$ cat config.mk
export PLATFORM = sky130hd
export DESIGN_NAME = t8cw_top
export DESIGN_NICKNAME = d
export VERILOG_FILES = /design/src/common/t8cw_pkg.sv /design/src/hdl/t8cw_top.sv
export VERILOG_INCLUDE_DIRS = /design/src /design/src/common
export SDC_FILE = /design/constraint.sdc
export NUM_CORES = 1
export LEC_CHECK = 0
export BUFFER_PORTS_ARGS = -buffer_cell sky130_fd_sc_hd__buf_2
export CORE_MARGIN = 2
export CORE_UTILIZATION = 55
export DETAILED_ROUTE_END_ITERATION = 8
export HOLD_SLACK_MARGIN = 0.03
export PLACE_DENSITY = 0.81
export SYNTH_ARGS = -nofsm -noshare
export SYNTH_HDL_FRONTEND = slang
export SYNTH_SLANG_ARGS = --single-unit
export TNS_END_PERCENT = 100
$ cat constraint.sdc
create_clock -name aclk -period 5.6 [get_ports aclk]
set_input_delay 1.12 -clock aclk [delete_from_list [all_inputs] [get_ports aclk]]
set_output_delay 1.12 -clock aclk [all_outputs]
set_load 0.05 [all_outputs]
$ cat src/common/t8cw_defines.svh
// constants of the 8-bit timer with compare and waveform output
// assumes a word-addressed AXI4-Lite map, index times four
`ifndef T8CW_DEFINES_SVH
`define T8CW_DEFINES_SVH
// register indices, byte address is four times the index
`define T8CW_IDX_CTRL_A  8'h24
`define T8CW_IDX_CTRL_B  8'h26
`define T8CW_IDX_COUNT   8'h27
`define T8CW_IDX_COMPARE 8'h28
`define T8CW_IDX_FLAG    8'h15
`define T8CW_IDX_MASK    8'h2E
`define T8CW_IDX_ASYNC   8'h29
`define T8CW_IDX_HI      9
`define T8CW_IDX_LO      2
// fields
`define T8CW_WGM_HI      1
`define T8CW_WGM_LO      0
`define T8CW_COM_HI      7
`define T8CW_COM_LO      6
`define T8CW_FOC_BIT     7
`define T8CW_CS_HI       2
`define T8CW_CS_LO       0
`define T8CW_OVF_BIT     0
`define T8CW_CMF_BIT     1
`define T8CW_ASYNC_BIT   0
// values
`define T8CW_RST8        8'h00
`define T8CW_MAX         8'hFF
`define T8CW_BOTTOM      8'h00
`define T8CW_CS_STOP     3'h0
`define T8CW_RESP_OKAY   2'h0
`define T8CW_RESP_SLVERR 2'h2
// prescaler tap masks, divisor minus one
`define T8CW_DIV8_M      10'h007
`define T8CW_DIV32_M     10'h01F
`define T8CW_DIV64_M     10'h03F
`define T8CW_DIV128_M    10'h07F
`define T8CW_DIV256_M    10'h0FF
`define T8CW_DIV1024_M   10'h3FF
`endif

$ cat src/common/t8cw_pkg.sv
// types of the 8-bit timer with compare and waveform output
// assumes nothing beyond the defines header
package t8cw_pkg;
  typedef enum logic [1:0] {
    T8CW_NORMAL = 2'h0,
    T8CW_PHASE  = 2'h1,
    T8CW_CTC    = 2'h2,
    T8CW_FAST   = 2'h3
  } t8cw_mode_t;
  typedef enum logic [2:0] {
    T8CW_SEL_CA, T8CW_SEL_CB, T8CW_SEL_CNT, T8CW_SEL_CMP,
    T8CW_SEL_FLG, T8CW_SEL_MSK, T8CW_SEL_ASY, T8CW_SEL_NONE
  } t8cw_sel_t;
endpackage : t8cw_pkg

$ cat src/hdl/t8cw_top.sv
// 8-bit timer, one compare channel, waveform output, AXI4-Lite slave
// assumes inputs synchronous to aclk; crystal_clk_in sampled by aclk
// Operation
// - clock select zero stops the tick and holds the count
// - count is readable and writable at any time
// - a software write to the count beats clear or count
// - each tick clears, increments or decrements count per mode
// - count equal compare gives match; flag set on that tick
// - compare enable high raises request while compare flag set
// - compare flag clears when its interrupt is serviced
// - writing one clears the compare flag, zero leaves it
// - mode 0 normal, 1 phase pwm, 2 clear on match, 3 fast pwm
// - compare buffered; immediate in non-pwm, at top in pwm
// - overflow flag at max, or at bottom in phase pwm
// - mode field in control A bits 1:0 sets sequence and top
// - waveform output from match, mode and output action field
// - force strobe in non-pwm applies a match to the output
// - forced match sets no flag and clears no count
// - force strobe stores nothing and reads as zero
// - control B bits 6:3 ignore writes and read zero
// - flags shown unmasked in flag register; requests masked per bit
// - tick from prescaled clock or crystal, async bit chooses
//
// Chosen here: the AXI4-Lite slave port.
`include "t8cw_defines.svh"
module t8cw_top #(
  parameter int ADDR_W = 12
) (
  input  wire logic              aclk,
  input  wire logic              aresetn,
  input  wire logic [ADDR_W-1:0] s_axi_awaddr,
  input  wire logic              s_axi_awvalid,
  output logic                   s_axi_awready,
  input  wire logic [31:0]       s_axi_wdata,
  input  wire logic [3:0]        s_axi_wstrb,
  input  wire logic              s_axi_wvalid,
  output logic                   s_axi_wready,
  output logic [1:0]             s_axi_bresp,
  output logic                   s_axi_bvalid,
  input  wire logic              s_axi_bready,
  input  wire logic [ADDR_W-1:0] s_axi_araddr,
  input  wire logic              s_axi_arvalid,
  output logic                   s_axi_arready,
  output logic [31:0]            s_axi_rdata,
  output logic [1:0]             s_axi_rresp,
  output logic                   s_axi_rvalid,
  input  wire logic              s_axi_rready,
  input  wire logic              crystal_clk_in,
  input  wire logic              compare_irq_ack,
  input  wire logic              overflow_irq_ack,
  output logic                   compare_irq,
  output logic                   overflow_irq,
  output logic                   compare_output_pin
);
  ////////////////////////////////////////////////////////////////////
  function automatic t8cw_pkg::t8cw_sel_t decode(
    input logic [ADDR_W-1:0] a);
    case (a[`T8CW_IDX_HI:`T8CW_IDX_LO])
      `T8CW_IDX_CTRL_A:  decode = t8cw_pkg::T8CW_SEL_CA;
      `T8CW_IDX_CTRL_B:  decode = t8cw_pkg::T8CW_SEL_CB;
      `T8CW_IDX_COUNT:   decode = t8cw_pkg::T8CW_SEL_CNT;
      `T8CW_IDX_COMPARE: decode = t8cw_pkg::T8CW_SEL_CMP;
      `T8CW_IDX_FLAG:    decode = t8cw_pkg::T8CW_SEL_FLG;
      `T8CW_IDX_MASK:    decode = t8cw_pkg::T8CW_SEL_MSK;
      `T8CW_IDX_ASYNC:   decode = t8cw_pkg::T8CW_SEL_ASY;
      default:           decode = t8cw_pkg::T8CW_SEL_NONE;
    endcase
  endfunction : decode

  // assumed tap order; codes 6 and 7 fill the gaps
  function automatic logic tap_hit(input logic [2:0] cs,
                                   input logic [9:0] p);
    logic [9:0] m;
    case (cs)
      3'h1:    m = 10'h000;
      3'h2:    m = `T8CW_DIV8_M;
      3'h3:    m = `T8CW_DIV64_M;
      3'h4:    m = `T8CW_DIV256_M;
      3'h5:    m = `T8CW_DIV1024_M;
      3'h6:    m = `T8CW_DIV32_M;
      default: m = `T8CW_DIV128_M;
    endcase
    tap_hit = (p & m) == m;
  endfunction : tap_hit

  ////////////////////////////////////////////////////////////////////
  logic [ADDR_W-1:0] awaddr_q;
  logic [7:0]        wdata_q;
  logic              wlane_q, aw_have_q, w_have_q;
  logic [7:0]        ctrl_a_q, cnt_q, cnt_d, ocr_buf_q, ocr_act_q;
  logic [2:0]        cs_q;
  logic [1:0]        mask_q;
  logic              async_q, xtal_prev_q, dir_q, dir_d;
  logic              cmf_q, ovf_q, oc_q, oc_d;
  logic [9:0]        presc_q;
  t8cw_pkg::t8cw_sel_t wsel;
  t8cw_pkg::t8cw_mode_t mode;
  logic              do_wr, cnt_wr, force_wr, tick, match, pwm, at_max;
  logic [1:0]        com;

  assign do_wr    = aw_have_q && w_have_q && !s_axi_bvalid;
  assign wsel     = decode(awaddr_q);
  assign cnt_wr   = do_wr && wlane_q && wsel == t8cw_pkg::T8CW_SEL_CNT;
  assign force_wr = do_wr && wlane_q && wsel == t8cw_pkg::T8CW_SEL_CB
                    && wdata_q[`T8CW_FOC_BIT];
  assign mode     = t8cw_pkg::t8cw_mode_t'(
                      ctrl_a_q[`T8CW_WGM_HI:`T8CW_WGM_LO]);
  assign com      = ctrl_a_q[`T8CW_COM_HI:`T8CW_COM_LO];
  assign pwm      = ctrl_a_q[`T8CW_WGM_LO];
  assign match    = cnt_q == ocr_act_q;
  assign at_max   = cnt_q == `T8CW_MAX;
  // crystal edge taken as a sampled level; it must be under aclk/2
  assign tick     = cs_q != `T8CW_CS_STOP &&
                    (async_q ? (crystal_clk_in && !xtal_prev_q)
                             : tap_hit(cs_q, presc_q));

  ////////////////////////////////////////////////////////////////////
  // write channel: address and data taken in either order
  always_ff @(posedge aclk) begin
    if (!aresetn) begin
      aw_have_q     <= 1'b0;
      w_have_q      <= 1'b0;
      awaddr_q      <= '0;
      wdata_q       <= `T8CW_RST8;
      wlane_q       <= 1'b0;
      s_axi_awready <= 1'b1;
      s_axi_wready  <= 1'b1;
      s_axi_bvalid  <= 1'b0;
      s_axi_bresp   <= `T8CW_RESP_OKAY;
    end else begin
      if (s_axi_awvalid && s_axi_awready) begin
        aw_have_q     <= 1'b1;
        awaddr_q      <= s_axi_awaddr;
        s_axi_awready <= 1'b0;
      end
      if (s_axi_wvalid && s_axi_wready) begin
        w_have_q     <= 1'b1;
        wdata_q      <= s_axi_wdata[7:0];
        wlane_q      <= s_axi_wstrb[0];
        s_axi_wready <= 1'b0;
      end
      if (do_wr) begin
        aw_have_q    <= 1'b0;
        w_have_q     <= 1'b0;
        s_axi_bvalid <= 1'b1;
        s_axi_bresp  <= wsel == t8cw_pkg::T8CW_SEL_NONE ?
                        `T8CW_RESP_SLVERR : `T8CW_RESP_OKAY;
      end
      if (s_axi_bvalid && s_axi_bready) begin
        s_axi_bvalid  <= 1'b0;
        s_axi_awready <= 1'b1;
        s_axi_wready  <= 1'b1;
      end
    end
  end

  // read channel: one cycle from address to data, no read side effects
  always_ff @(posedge aclk) begin
    if (!aresetn) begin
      s_axi_arready <= 1'b1;
      s_axi_rvalid  <= 1'b0;
      s_axi_rdata   <= '0;
      s_axi_rresp   <= `T8CW_RESP_OKAY;
    end else if (s_axi_arvalid && s_axi_arready) begin
      s_axi_arready <= 1'b0;
      s_axi_rvalid  <= 1'b1;
      s_axi_rresp   <= `T8CW_RESP_OKAY;
      s_axi_rdata   <= '0;
      unique case (decode(s_axi_araddr))
        t8cw_pkg::T8CW_SEL_CA:  s_axi_rdata[7:0] <= ctrl_a_q;
        t8cw_pkg::T8CW_SEL_CB:  s_axi_rdata[2:0] <= cs_q;
        t8cw_pkg::T8CW_SEL_CNT: s_axi_rdata[7:0] <= cnt_q;
        t8cw_pkg::T8CW_SEL_CMP: s_axi_rdata[7:0] <= ocr_buf_q;
        t8cw_pkg::T8CW_SEL_FLG: s_axi_rdata[1:0] <= {cmf_q, ovf_q};
        t8cw_pkg::T8CW_SEL_MSK: s_axi_rdata[1:0] <= mask_q;
        t8cw_pkg::T8CW_SEL_ASY: s_axi_rdata[0]   <= async_q;
        t8cw_pkg::T8CW_SEL_NONE: s_axi_rresp     <= `T8CW_RESP_SLVERR;
      endcase
    end else if (s_axi_rvalid && s_axi_rready) begin
      s_axi_rvalid  <= 1'b0;
      s_axi_arready <= 1'b1;
    end
  end

  ////////////////////////////////////////////////////////////////////
  // configuration registers; only byte lane 0 carries data
  always_ff @(posedge aclk) begin
    if (!aresetn) begin
      ctrl_a_q  <= `T8CW_RST8;
      cs_q      <= `T8CW_CS_STOP;
      ocr_buf_q <= `T8CW_RST8;
      mask_q    <= '0;
      async_q   <= 1'b0;
    end else if (do_wr && wlane_q) begin
      unique case (wsel)
        t8cw_pkg::T8CW_SEL_CA:  ctrl_a_q  <= wdata_q;
        t8cw_pkg::T8CW_SEL_CB:  cs_q <= wdata_q[`T8CW_CS_HI:`T8CW_CS_LO];
        t8cw_pkg::T8CW_SEL_CMP: ocr_buf_q <= wdata_q;
        t8cw_pkg::T8CW_SEL_MSK:
          mask_q <= {wdata_q[`T8CW_CMF_BIT], wdata_q[`T8CW_OVF_BIT]};
        t8cw_pkg::T8CW_SEL_ASY: async_q <= wdata_q[`T8CW_ASYNC_BIT];
        default: ;
      endcase
    end
  end

  // prescaler runs free so taps stay phase-locked to each other
  always_ff @(posedge aclk) begin
    if (!aresetn) begin
      presc_q     <= '0;
      xtal_prev_q <= 1'b0;
    end else begin
      presc_q     <= presc_q + 10'h001;
      xtal_prev_q <= crystal_clk_in;
    end
  end

  ////////////////////////////////////////////////////////////////////
  // counting sequence
  always_comb begin
    cnt_d = cnt_q;
    dir_d = dir_q;
    if (tick) begin
      unique case (mode)
        t8cw_pkg::T8CW_CTC:
          cnt_d = match ? `T8CW_BOTTOM : cnt_q + 8'h01;
        t8cw_pkg::T8CW_PHASE:
          if (!dir_q && at_max) begin
            dir_d = 1'b1;
            cnt_d = cnt_q - 8'h01;
          end else if (dir_q && cnt_q == `T8CW_BOTTOM) begin
            dir_d = 1'b0;
            cnt_d = cnt_q + 8'h01;
          end else begin
            cnt_d = dir_q ? cnt_q - 8'h01 : cnt_q + 8'h01;
          end
        default: cnt_d = cnt_q + 8'h01;
      endcase
    end
    if (cnt_wr) begin
      cnt_d = wdata_q;
    end
  end

  always_ff @(posedge aclk) begin
    if (!aresetn) begin
      cnt_q <= `T8CW_RST8;
      dir_q <= 1'b0;
    end else begin
      cnt_q <= cnt_d;
      dir_q <= dir_d;
    end
  end

  // compare buffer: follows writes in non-pwm, loads at top in pwm
  always_ff @(posedge aclk) begin
    if (!aresetn) begin
      ocr_act_q <= `T8CW_RST8;
    end else if (!pwm || (tick && at_max)) begin
      ocr_act_q <= ocr_buf_q;
    end
  end

  ////////////////////////////////////////////////////////////////////
  // flags: hardware set wins over any clear in the same cycle
  always_ff @(posedge aclk) begin
    if (!aresetn) begin
      cmf_q <= 1'b0;
      ovf_q <= 1'b0;
    end else begin
      if (tick && match) begin
        cmf_q <= 1'b1;
      end else if (compare_irq_ack) begin
        cmf_q <= 1'b0;
      end else if (do_wr && wlane_q && wsel == t8cw_pkg::T8CW_SEL_FLG
                   && wdata_q[`T8CW_CMF_BIT]) begin
        cmf_q <= 1'b0;
      end
      if (tick && (mode == t8cw_pkg::T8CW_PHASE ?
                   cnt_q == `T8CW_BOTTOM : at_max)) begin
        ovf_q <= 1'b1;
      end else if (overflow_irq_ack ||
                   (do_wr && wlane_q && wsel == t8cw_pkg::T8CW_SEL_FLG
                    && wdata_q[`T8CW_OVF_BIT])) begin
        ovf_q <= 1'b0;
      end
    end
  end

  always_ff @(posedge aclk) begin
    if (!aresetn) begin
      compare_irq  <= 1'b0;
      overflow_irq <= 1'b0;
    end else begin
      compare_irq  <= cmf_q && mask_q[1];
      overflow_irq <= ovf_q && mask_q[0];
    end
  end

  ////////////////////////////////////////////////////////////////////
  // waveform generator; in fast pwm a match beats the bottom set
  always_comb begin
    oc_d = oc_q;
    if (force_wr && !pwm) begin
      unique case (com)
        2'h1:    oc_d = !oc_q;
        2'h2:    oc_d = 1'b0;
        2'h3:    oc_d = 1'b1;
        default: ;
      endcase
    end else if (tick) begin
      unique case (mode)
        t8cw_pkg::T8CW_FAST: begin
          if (at_max && com[1]) oc_d = !com[0];
          if (match && com[1])  oc_d = com[0];
        end
        t8cw_pkg::T8CW_PHASE:
          if (match && com[1]) oc_d = com[0] ^ dir_q;
        default:
          if (match) begin
            unique case (com)
              2'h1:    oc_d = !oc_q;
              2'h2:    oc_d = 1'b0;
              2'h3:    oc_d = 1'b1;
              default: ;
            endcase
          end
      endcase
    end
  end

  // action 0 disconnects: pin parks low
  always_ff @(posedge aclk) begin
    if (!aresetn) begin
      oc_q               <= 1'b0;
      compare_output_pin <= 1'b0;
    end else begin
      oc_q               <= oc_d;
      compare_output_pin <= com != 2'h0 && oc_d;
    end
  end
endmodule : t8cw_top

==> results.cfg, run 1 <==
[drt]
drtAntennaViolNets = 0
drt_iter0_drc = 269
vias = 4547
drc = 0
wl_mm = 12.6
drt_pass1_iterations = 5
vias_per_cell = 5.81
wl_per_cell_um = 16.0

[sta]
tns_ns = 0
skew_ns = 0.00889
setup-violations-final = 0
whs_ns = 0.470
slew_viol_final = 0
period_share_pct = 50.3
maxSlewHeadroom_pct = 43.7
final.min_clock_period_ns = 2.82
hold_viol_final = 0
rsz0062_at_grt = no
worstMarginPinSlew_ns = 0.823
fmax_ghz = 0.355

[power]
p_total_mw = 1.41
vdd_drop_max_mv = 0.278
p_leak_nw = 2.29
power.density_mw_per_mm2 = 248

[setup_path]
cp_max_fo = 10
worst_ep_required_time_ns = 5.82
cpPeakStageDelay_ns = 0.79
start_kind = input pin
crit_slowest_cell = a2111oi_0
crit_type = in -> reg
timing.critical_path.cells = buf_2 -> inv_1 -> o21ai_0 -> o21ai_2 -> or2_0 -> a2111oi_0 -> o22ai_1
worstPathArrival_ns = 3.03
end_kind = flop

[cts]
htreeDepth = 3
clk_latency_ns = 0.36
hold_buffers = 0
cts-root-buf = clkbuf_8
clk_pin_slew_ns = 0.09
cts_resized = 0
cts_tree = yes
postCtsSetupBuffers = 0
clk_path_buf_depth = 2
cts_buffers = 9
clock_sinks = 90

[yosys]
ys_types = 74
netlist_area_mm2 = 0.00522
ys_seq_area_share_pct = 34.5
synthFlopType = dfxtp_1
synthCells = 618
synth_warnings = 0
synth_edf_count = 0
ys_ff_latch = 90
syn_avg_cell_area_um2 = 8.45
async_flop_share_pct = 0

[global_routing]
grt_overflow = 0
grt_pass1_vias = 4265
grtUsageTotal_pct = 25.3
antenna_found_initial = 0
grt_max_degree = 52
grt_pass1_wl_mm = 20.7

[floorplanning]
die_width_um = 101
num_rows = 35
io-pin-count = 114
die_h_um = 101
die_area_mm2 = 0.0103
start_util_pct = 56.5
core_area_mm2 = 0.00924

[final_layout]
fin_nets = 725
syn2layout_area_growth_pct = 8.65
final_common_cell = dfxtp_1
nFillCells = 806
drive_above_1_share_pct = 13.9
antenna_cells = 0
layout_common_cells = dfxtp_1 (90), nand2_1 (62), buf_2 (52)

[worst_hold_path]
hold_path.class = reg -> reg

[place]
place_congestion = 0.961
hpwl_mm = 8.93
numPortBuffers = 52

[job]
maxCapViolations = 0

[run_status]
status = finished clean
## final cells by class
cell class	instances	area, µm²	area share (%)
multi-input combinational	476	3100	54.5
sequential	90	1800	31.7
clock buffer	10	138	2.43
clock inverter	6	136	2.40
tap	129	161	2.84
inverter	16	60.1	1.06
timing repair buffer	55	283	4.98
## final timing paths
check                 start         end  slack [ns]  cells past startpoint
max reg2reg        cnt_q[0]    cnt_q[2]        2.85                      7
max          crystal_clk_in    cnt_q[2]        2.78                      7
min              presc_q[0]  presc_q[0]        0.47                      1
min reg2reg      presc_q[0]  presc_q[0]        0.47                      1
## kinds of logic (layout without fill, tap and decap cells)
kind of cell               after synthesis  in the layout  synth area share [%]
AOI/OAI and AO/OA                      144            144                  19.2
DFF                                     90             90                  34.5
and+or+nand+nor                        242            242                  25.9
muxes                                   38             38                  7.35
adders and majority gates                7              7                  1.68
other                                    1             26                0.0718
xor gates and xnor gates                19             19                  3.19
buffers and inverters                   77             87                  8.17
## power by group
part / total, mW / switching (mW) / internal, mW
Clock: 0.598 / 0.241 / 0.356
Sequential: 0.672 / 0.0177 / 0.655
Combinational: 0.136 / 0.0990 / 0.0371
## cells in the mapped netlist (all sizes together), types with 7 or more instances
master  number  area [µm²]
a21boi      22         165
a21oi       34         170
a22oi        8        60.1
and2        15        93.8
and3         7        50.1
buf         40         288
clkbuf      21        78.8
dfxtp       90        1800
ha           7        87.6
inv         16        60.1
mux2i       35         350
nand2       62         233
nand2b       7        43.8
nand3       25         138
nor2        25         101
nor2b       46         288
nor3        11        66.3
nor4         7        43.8
o21ai       25         129
o31ai        9        81.3
xor2        13         114
## stage by stage
stage               instances  util [%]  instance area, µm²  setup WS [ns]
finish                    782      61.4                5680           2.78
global route              782      61.4                5680           2.72
CTS                       782      61.4                5680           2.92
detailed placement        766      58.5                5400           2.55
global placement          766      58.5                5400           2.54
floorplan                 643         -                5320           2.88
## sequential cells by signal (all words and copies together), names as in the netlist, 2 cells and up
| signal | cells |
|---|---|
| s_axi_rdata | 8 |
| wdata_q | 8 |
| ocr_act_q | 8 |
| presc_q | 10 |
| mask_q | 2 |
| ocr_buf_q | 8 |
| cnt_q | 8 |
| ctrl_a_q | 8 |
| awaddr_q | 8 |
| cs_q | 3 |
## per-layer routing
layer | share of wire [%] | wire [µm] | global-route usage [%]
met5 | 0 | 0 | 0
met4 | 2.6 | 327 | 8.73
met3 | 5.7 | 713 | 4.21
met2 | 49 | 6120 | 42.8
met1 | 43 | 5390 | 32.7
## critical path: cells and delay by family
kind / cells / cell delay [ns]
AO/OA/AOI/OAI: 4 / 1.32
buffers and inverters: 2 / 0.11
AND/OR/NAND/NOR: 1 / 0.47
No activity file was read; power rests on OpenSTA's default activity.
==> inputs of run 2 (changes only) <==
ABC_AREA = 1   (was not set)
CORE_UTILIZATION = 54   (was 55)
PLACE_DENSITY = 0.8   (was 0.81)
clock period = 2.8 ns   (was 5.6 ns; I/O delays follow)
==> run 2 against run 1 <==
Sequential power grew 100%. Die area is 3.8% lower. Sequential cell count is the same. Total power is 76% higher. Register-to-register slack got worse by 2.2 ns. Routed wire length decreased by 4.4%. Critical path type is now reg -> reg. Largest cell class unchanged.
==> results.cfg, run 2 <==
[run_status]
status = finished clean

[yosys]
synth_top_area_share_pct = 36.6
synth_top_area_cell = dfxtp_1
synthCells = 727
yosysMostFrequentCell = nand2_1
ys_seq_area_share_pct = 36.6
synth_edf_count = 0
ys_types = 42
synth_warnings = 0
synth_area_leaders = dfxtp_1 (37%), nand2_1 (11%), nor2_1 (7.3%)
async_flop_share_pct = 0
ys_top_cells_by_count = nand2_1 (144), nor2_1 (96), dfxtp_1 (90), inv_1 (84), o21ai_0 (68)
netlist_area_mm2 = 0.00493
syn_avg_cell_area_um2 = 6.78
ys_ff_latch = 90
synthFlopType = dfxtp_1

[worst_hold_path]
hold_path.class = in -> reg

[power]
p_leak_nw = 2.33
power.density_mw_per_mm2 = 464
vdd_drop_max_mv = 0.399

[sta]
period_share_pct = 75.9
maxSlewHeadroom_pct = 55.1
rsz0062_at_grt = no
slew_viol_final = 0
fmax_ghz = 0.471
worstMarginPinSlew_ns = 0.672
tns_ns = 0
skew_ns = 0.0167
setup-violations-final = 0
hold_viol_final = 0
final.min_clock_period_ns = 2.12

[cts]
clock_sinks = 90
postCtsSetupBuffers = 0
clk_latency_ns = 0.37
cts_resized = 0
cts-root-buf = clkbuf_8
cts_buffers = 9
hold_buffers = 0
clk_pin_slew_ns = 0.09
cts_tree = yes
clk_path_buf_depth = 2
htreeDepth = 3

[global_routing]
grt_pass1_wl_mm = 19.6
grt_max_degree = 59
grtUsageTotal_pct = 24.6
grt_overflow = 0
antenna_found_initial = 0
grt_pass1_vias = 4235

[setup_path]
end_kind = flop
crit_family = simple AND/OR/NAND/NOR gates
cp_common_cell = nand2_1
cp_max_fo = 7
start_kind = flop
worstPathArrival_ns = 2.41
cpPeakStageDelay_ns = 0.55
crit_buf_inv = 1
worst_ep_required_time_ns = 3.09
crit_slowest_cell = dfxtp_1
crit_type = reg -> reg
timing.critical_path.cells = ha_1 -> nand2_1 -> nor2_2 -> nand2_1 -> nand2_1 -> nand2_2 -> inv_2 -> nand3_2 -> o21ai_0 -> nand2_1 -> a31oi_1

[final_layout]
regMostFlops = presc_q
regArea_mm2 = 0.00180
utilization_pct = 60.9
layout_common_cells = nand2_1 (144), nor2_1 (96), dfxtp_1 (90)
nFillCells = 803
final_common_cell = nand2_1
antenna_cells = 0
multiInputGateArea_mm2 = 0.00257
drive_above_1_share_pct = 14.3
syn2layout_area_growth_pct = 8.28
final_area_mm2 = 0.00533
fin_nets = 850
largest_reg_flops = 10

[floorplanning]
num_rows = 34
start_util_pct = 56.2
core_area_mm2 = 0.00876
die_width_um = 99.5
io-pin-count = 114
die_area_mm2 = 0.00990
die_h_um = 99.5

[job]
maxCapViolations = 0

[drt]
drtAntennaViolNets = 0
drc = 0
wl_mm = 12.0
wl_per_cell_um = 13.5
vias_per_cell = 5.34
drt_iter0_drc = 282
vias = 4735
drt_pass1_iterations = 5

[place]
place_congestion = 0.988
hpwl_mm = 9.08
numPortBuffers = 52
placedInstanceArea_mm2 = 0.00515
run 2: cells by family (layout without fill, tap and decap cells):
group	count (synthesis)	in the layout	synth area share [%]
and+or+nand+nor	326	326	29.7
AOI/OAI and AO/OA	148	148	16.3
buffers and inverters	141	167	13.2
DFF	90	90	36.6
xor gates and xnor gates	14	14	2.49
adders and majority gates	7	7	1.78
other	1	26	0.0761
run 2: where the power goes:
part / switching [mW] / total [mW] / leakage [nW] / internal [mW]
Combinational: 0.218 / 0.281 / 1.52 / 0.0625
Sequential: 0.0349 / 1.35 / 0.732 / 1.32
Clock: 0.506 / 0.841 / 0.0813 / 0.335
run 2: worst reg2reg max path, cell delays in order (launching register included):
cell and delay [ns]:
dfxtp_1 0.55, ha_1 0.23, nand2_1 0.12, nor2_2 0.17, nand2_1 0.12, nand2_1 0.10
nand2_2 0.07, inv_2 0.08, nand3_2 0.12, o21ai_0 0.28, nand2_1 0.08, a31oi_1 0.13
run 2: final cells by class:
| class | instances | area share [%] |
|---|---|---|
| well taps | 108 | 2.53 |
| inverters | 97 | 6.83 |
| flip-flops and latches | 90 | 33.8 |
| repair buffers | 54 | 5.16 |
| multi-input cells | 521 | 48.2 |
| clock buffers | 9 | 2.32 |
| clock inverters | 7 | 1.20 |
run 2: metal layers:
metal	global-route usage [%]	share of wire [%]
met1	31.9	45
met2	42.1	48
met3	3.23	5.2
met4	8.64	1.7
met5	0	0
run 2: metrics by stage:
stage / setup slack, ns / cells / hold WS (ns) / power [mW]
4_1_cts: 0.748 / 886 / 0.397 / 2.47
3_5_place_dp: 0.746 / 870 / 0.452 / 1.66
3_3_place_gp: 0.786 / 870 / 0.427 / 1.65
5_1_grt: 0.450 / 886 / 0.410 / 2.56
6_report: 0.675 / 886 / 0.396 / 2.47
2_1_floorplan: 1.01 / 752 / 0.418 / 1.61
run 2: path summary, 6_finish.rpt:
kind	startpoint	to	slack, ns	cells after the start
max	cnt_q[0]	cnt_q[7]	0.68	11
min	crystal_clk_in	xtal_prev_q	0.40	3
max reg2reg	cnt_q[0]	cnt_q[7]	0.68	11
min reg2reg	s_axi_rdata[2]	s_axi_rdata[2]	0.47	2
==> inputs of run 3 (changes only) <==
ABC_AREA = 0   (was 1)
CORE_UTILIZATION = 55   (was 54)
PLACE_DENSITY = 0.81   (was 0.8)
clock period = 2.1 ns   (was 2.8 ns; I/O delays follow)
==> run 3 against run 2 <==
The run now ends with negative setup slack left. Non-clock buffer count rose by 87. Core utilization rose by 10 points. Sequential cell count did not move. Cell area is 23% higher. Routed wire length rose by 17%. Global-route usage rose by 2.7 points. Total power rose by 47%. Via count rose by 2.7%. Combinational power up 43%. Setup slack got worse by 0.71 ns. Critical path depth fell by 3. Highest routed layer unchanged.
==> results.cfg, run 3 (synthesis gave the netlist of run 1 again) <==
[power]
swShare_pct = 26.8
p_total_mw = 3.64
pwr-share-comb_pct = 11.0
internal-power_mw = 2.66
vdd_drop_max_mv = 0.404
switching_power_mw = 0.975
clkPwrFrac_pct = 39.8
power.density_mw_per_mm2 = 556
seq_power_share_pct = 49.2
p_leak_nw = 2.74

[sta]
period_share_pct = 102
fmax_ghz = 0.467
setup-violations-final = 1
slew_viol_final = 0
fin_ws_ns = -0.0396
hold_viol_final = 0
worstMarginPinSlew_ns = 0.502
final.min_clock_period_ns = 2.14
maxSlewHeadroom_pct = 66.2
tns_ns = -0.0396
rsz0062_at_grt = yes
skew_ns = 0.0145

[global_routing]
grt_use_met1_pct = 35.5
grt_max_degree = 28
use_met3_pct = 3.52
grtUsageTotal_pct = 27.3
grt_pass1_wl_mm = 22.2
grt-busiest-layer = met2
grt_pass1_vias = 4686
antenna_found_initial = 0
globalRouteMet2Util_pct = 46.7
grt_overflow = 0

[job]
maxCapViolations = 0

[cts]
cts_tree = yes
clk_latency_ns = 0.37
htreeDepth = 3
hold_buffers = 0
cts-root-buf = clkbuf_8
clock_sinks = 90
clk_path_buf_depth = 2
clk_pin_slew_ns = 0.09
cts_buffers = 9

[worst_hold_path]
whs_path_depth = 2
hold_path.class = in -> reg
worstHoldEndpoint = s_axi_wready
min_from = s_axi_wvalid

[final_layout]
fin_nets = 811
regArea_mm2 = 0.00183
final_common_cell = buf_4
syn2layout_area_growth_pct = 25.3
nFillCells = 715
regMostFlops = presc_q
drive_above_1_share_pct = 30.7
antenna_cells = 0
multiInputGateArea_mm2 = 0.00330
largest_reg_flops = 10
utilization_pct = 70.8
layout_common_cells = buf_4 (86), dfxtp_1 (74), nand2_1 (60)

[setup_path]
cp_max_fo = 8
crit_slowest_cell = or3b_4
crit_type = reg -> reg
crit_buf_inv = 1
end_kind = flop
timing.critical_path.cells = inv_2 -> ha_1 -> or3b_4 -> nor2_4 -> o32a_2 -> o21ai_0 -> a211o_1 -> o221a_1
ff2ff_path_depth = 8
r2r-start = cnt_q[1]
r2r_slack_ns = -0.04
worst_ep_required_time_ns = 2.35
crit_family = compound AO/OA/AOI/OAI gates
r2r_end = cnt_q[3]
start_kind = flop
worstPathArrival_ns = 2.39
cpPeakStageDelay_ns = 0.41

[drt]
drt_iter0_drc = 253
wl_mm = 14.0
wl_per_cell_um = 16.2
drtAntennaViolNets = 0
drc = 0
vias_per_cell = 5.60
drt_pass1_iterations = 5
vias = 4863

[run_status]
status = complete, but fails checks
violations = negative setup slack

[floorplanning]
die_width_um = 101
start_util_pct = 56.5
die_h_um = 101
num_rows = 35
io-pin-count = 114
core_area_mm2 = 0.00924
die_area_mm2 = 0.0103

[place]
dp_worst_setup_slack_ns = -0.0799
hpwl_mm = 10.2
place_congestion = 0.971
numPortBuffers = 52
run 3: worst max-delay path by stage:
stage / startpoint / end / slack (ns) / cells past startpoint
3_5_place_dp: cnt_q[1] / cnt_q[3] / -0.08 / 8
3_3_place_gp: cnt_q[0] / cnt_q[3] / -0.07 / 8
5_1_grt: cnt_q[3] / cnt_q[2] / -0.11 / 7
2_1_floorplan: cnt_q[1] / cnt_q[5] / 0.01 / 8
6_report: cnt_q[1] / cnt_q[3] / -0.04 / 8
4_1_cts: cnt_q[0] / cnt_q[3] / -0.05 / 8
run 3: stage by stage:
stage / hold slack, ns / area [µm²] / instances
floorplan: 0.421 / 5320 / 643
global placement: 0.458 / 6040 / 849
detailed placement: 0.470 / 6040 / 849
CTS: 0.251 / 6310 / 866
global route: 0.262 / 6550 / 868
finish: 0.262 / 6550 / 868
run 3: power groups by stage:
| stage | Combinational [mW] | Clock, mW | Sequential [mW] |
|---|---|---|---|
| floorplan | 0.288 | 0 | 1.85 |
| global placement | 0.383 | 0 | 1.82 |
| detailed placement | 0.389 | 0 | 1.83 |
| CTS | 0.391 | 1.45 | 1.79 |
| global route | 0.436 | 1.51 | 1.80 |
| finish | 0.401 | 1.45 | 1.79 |
run 3: repair_timing:
action,4_1_cts,5_1_grt
setup endpoints to repair,17,29
buffers inserted,1,2
pin swaps,5,10
gates resized for setup,11,53
run 3: cell type report:
class	count	share of cell area (%)
multi-input combinational	476	50.4
inverter	16	0.917
timing repair buffer	141	14.6
clock buffer	10	1.95
clock inverter	6	1.74
tap	129	2.47
sequential	90	27.9
run 3: per-layer routing:
layer,wire [µm],vias up
met5,0,-
met4,284,0
met3,671,21
met2,6940,169
met1,6150,2302
li1,-,2371
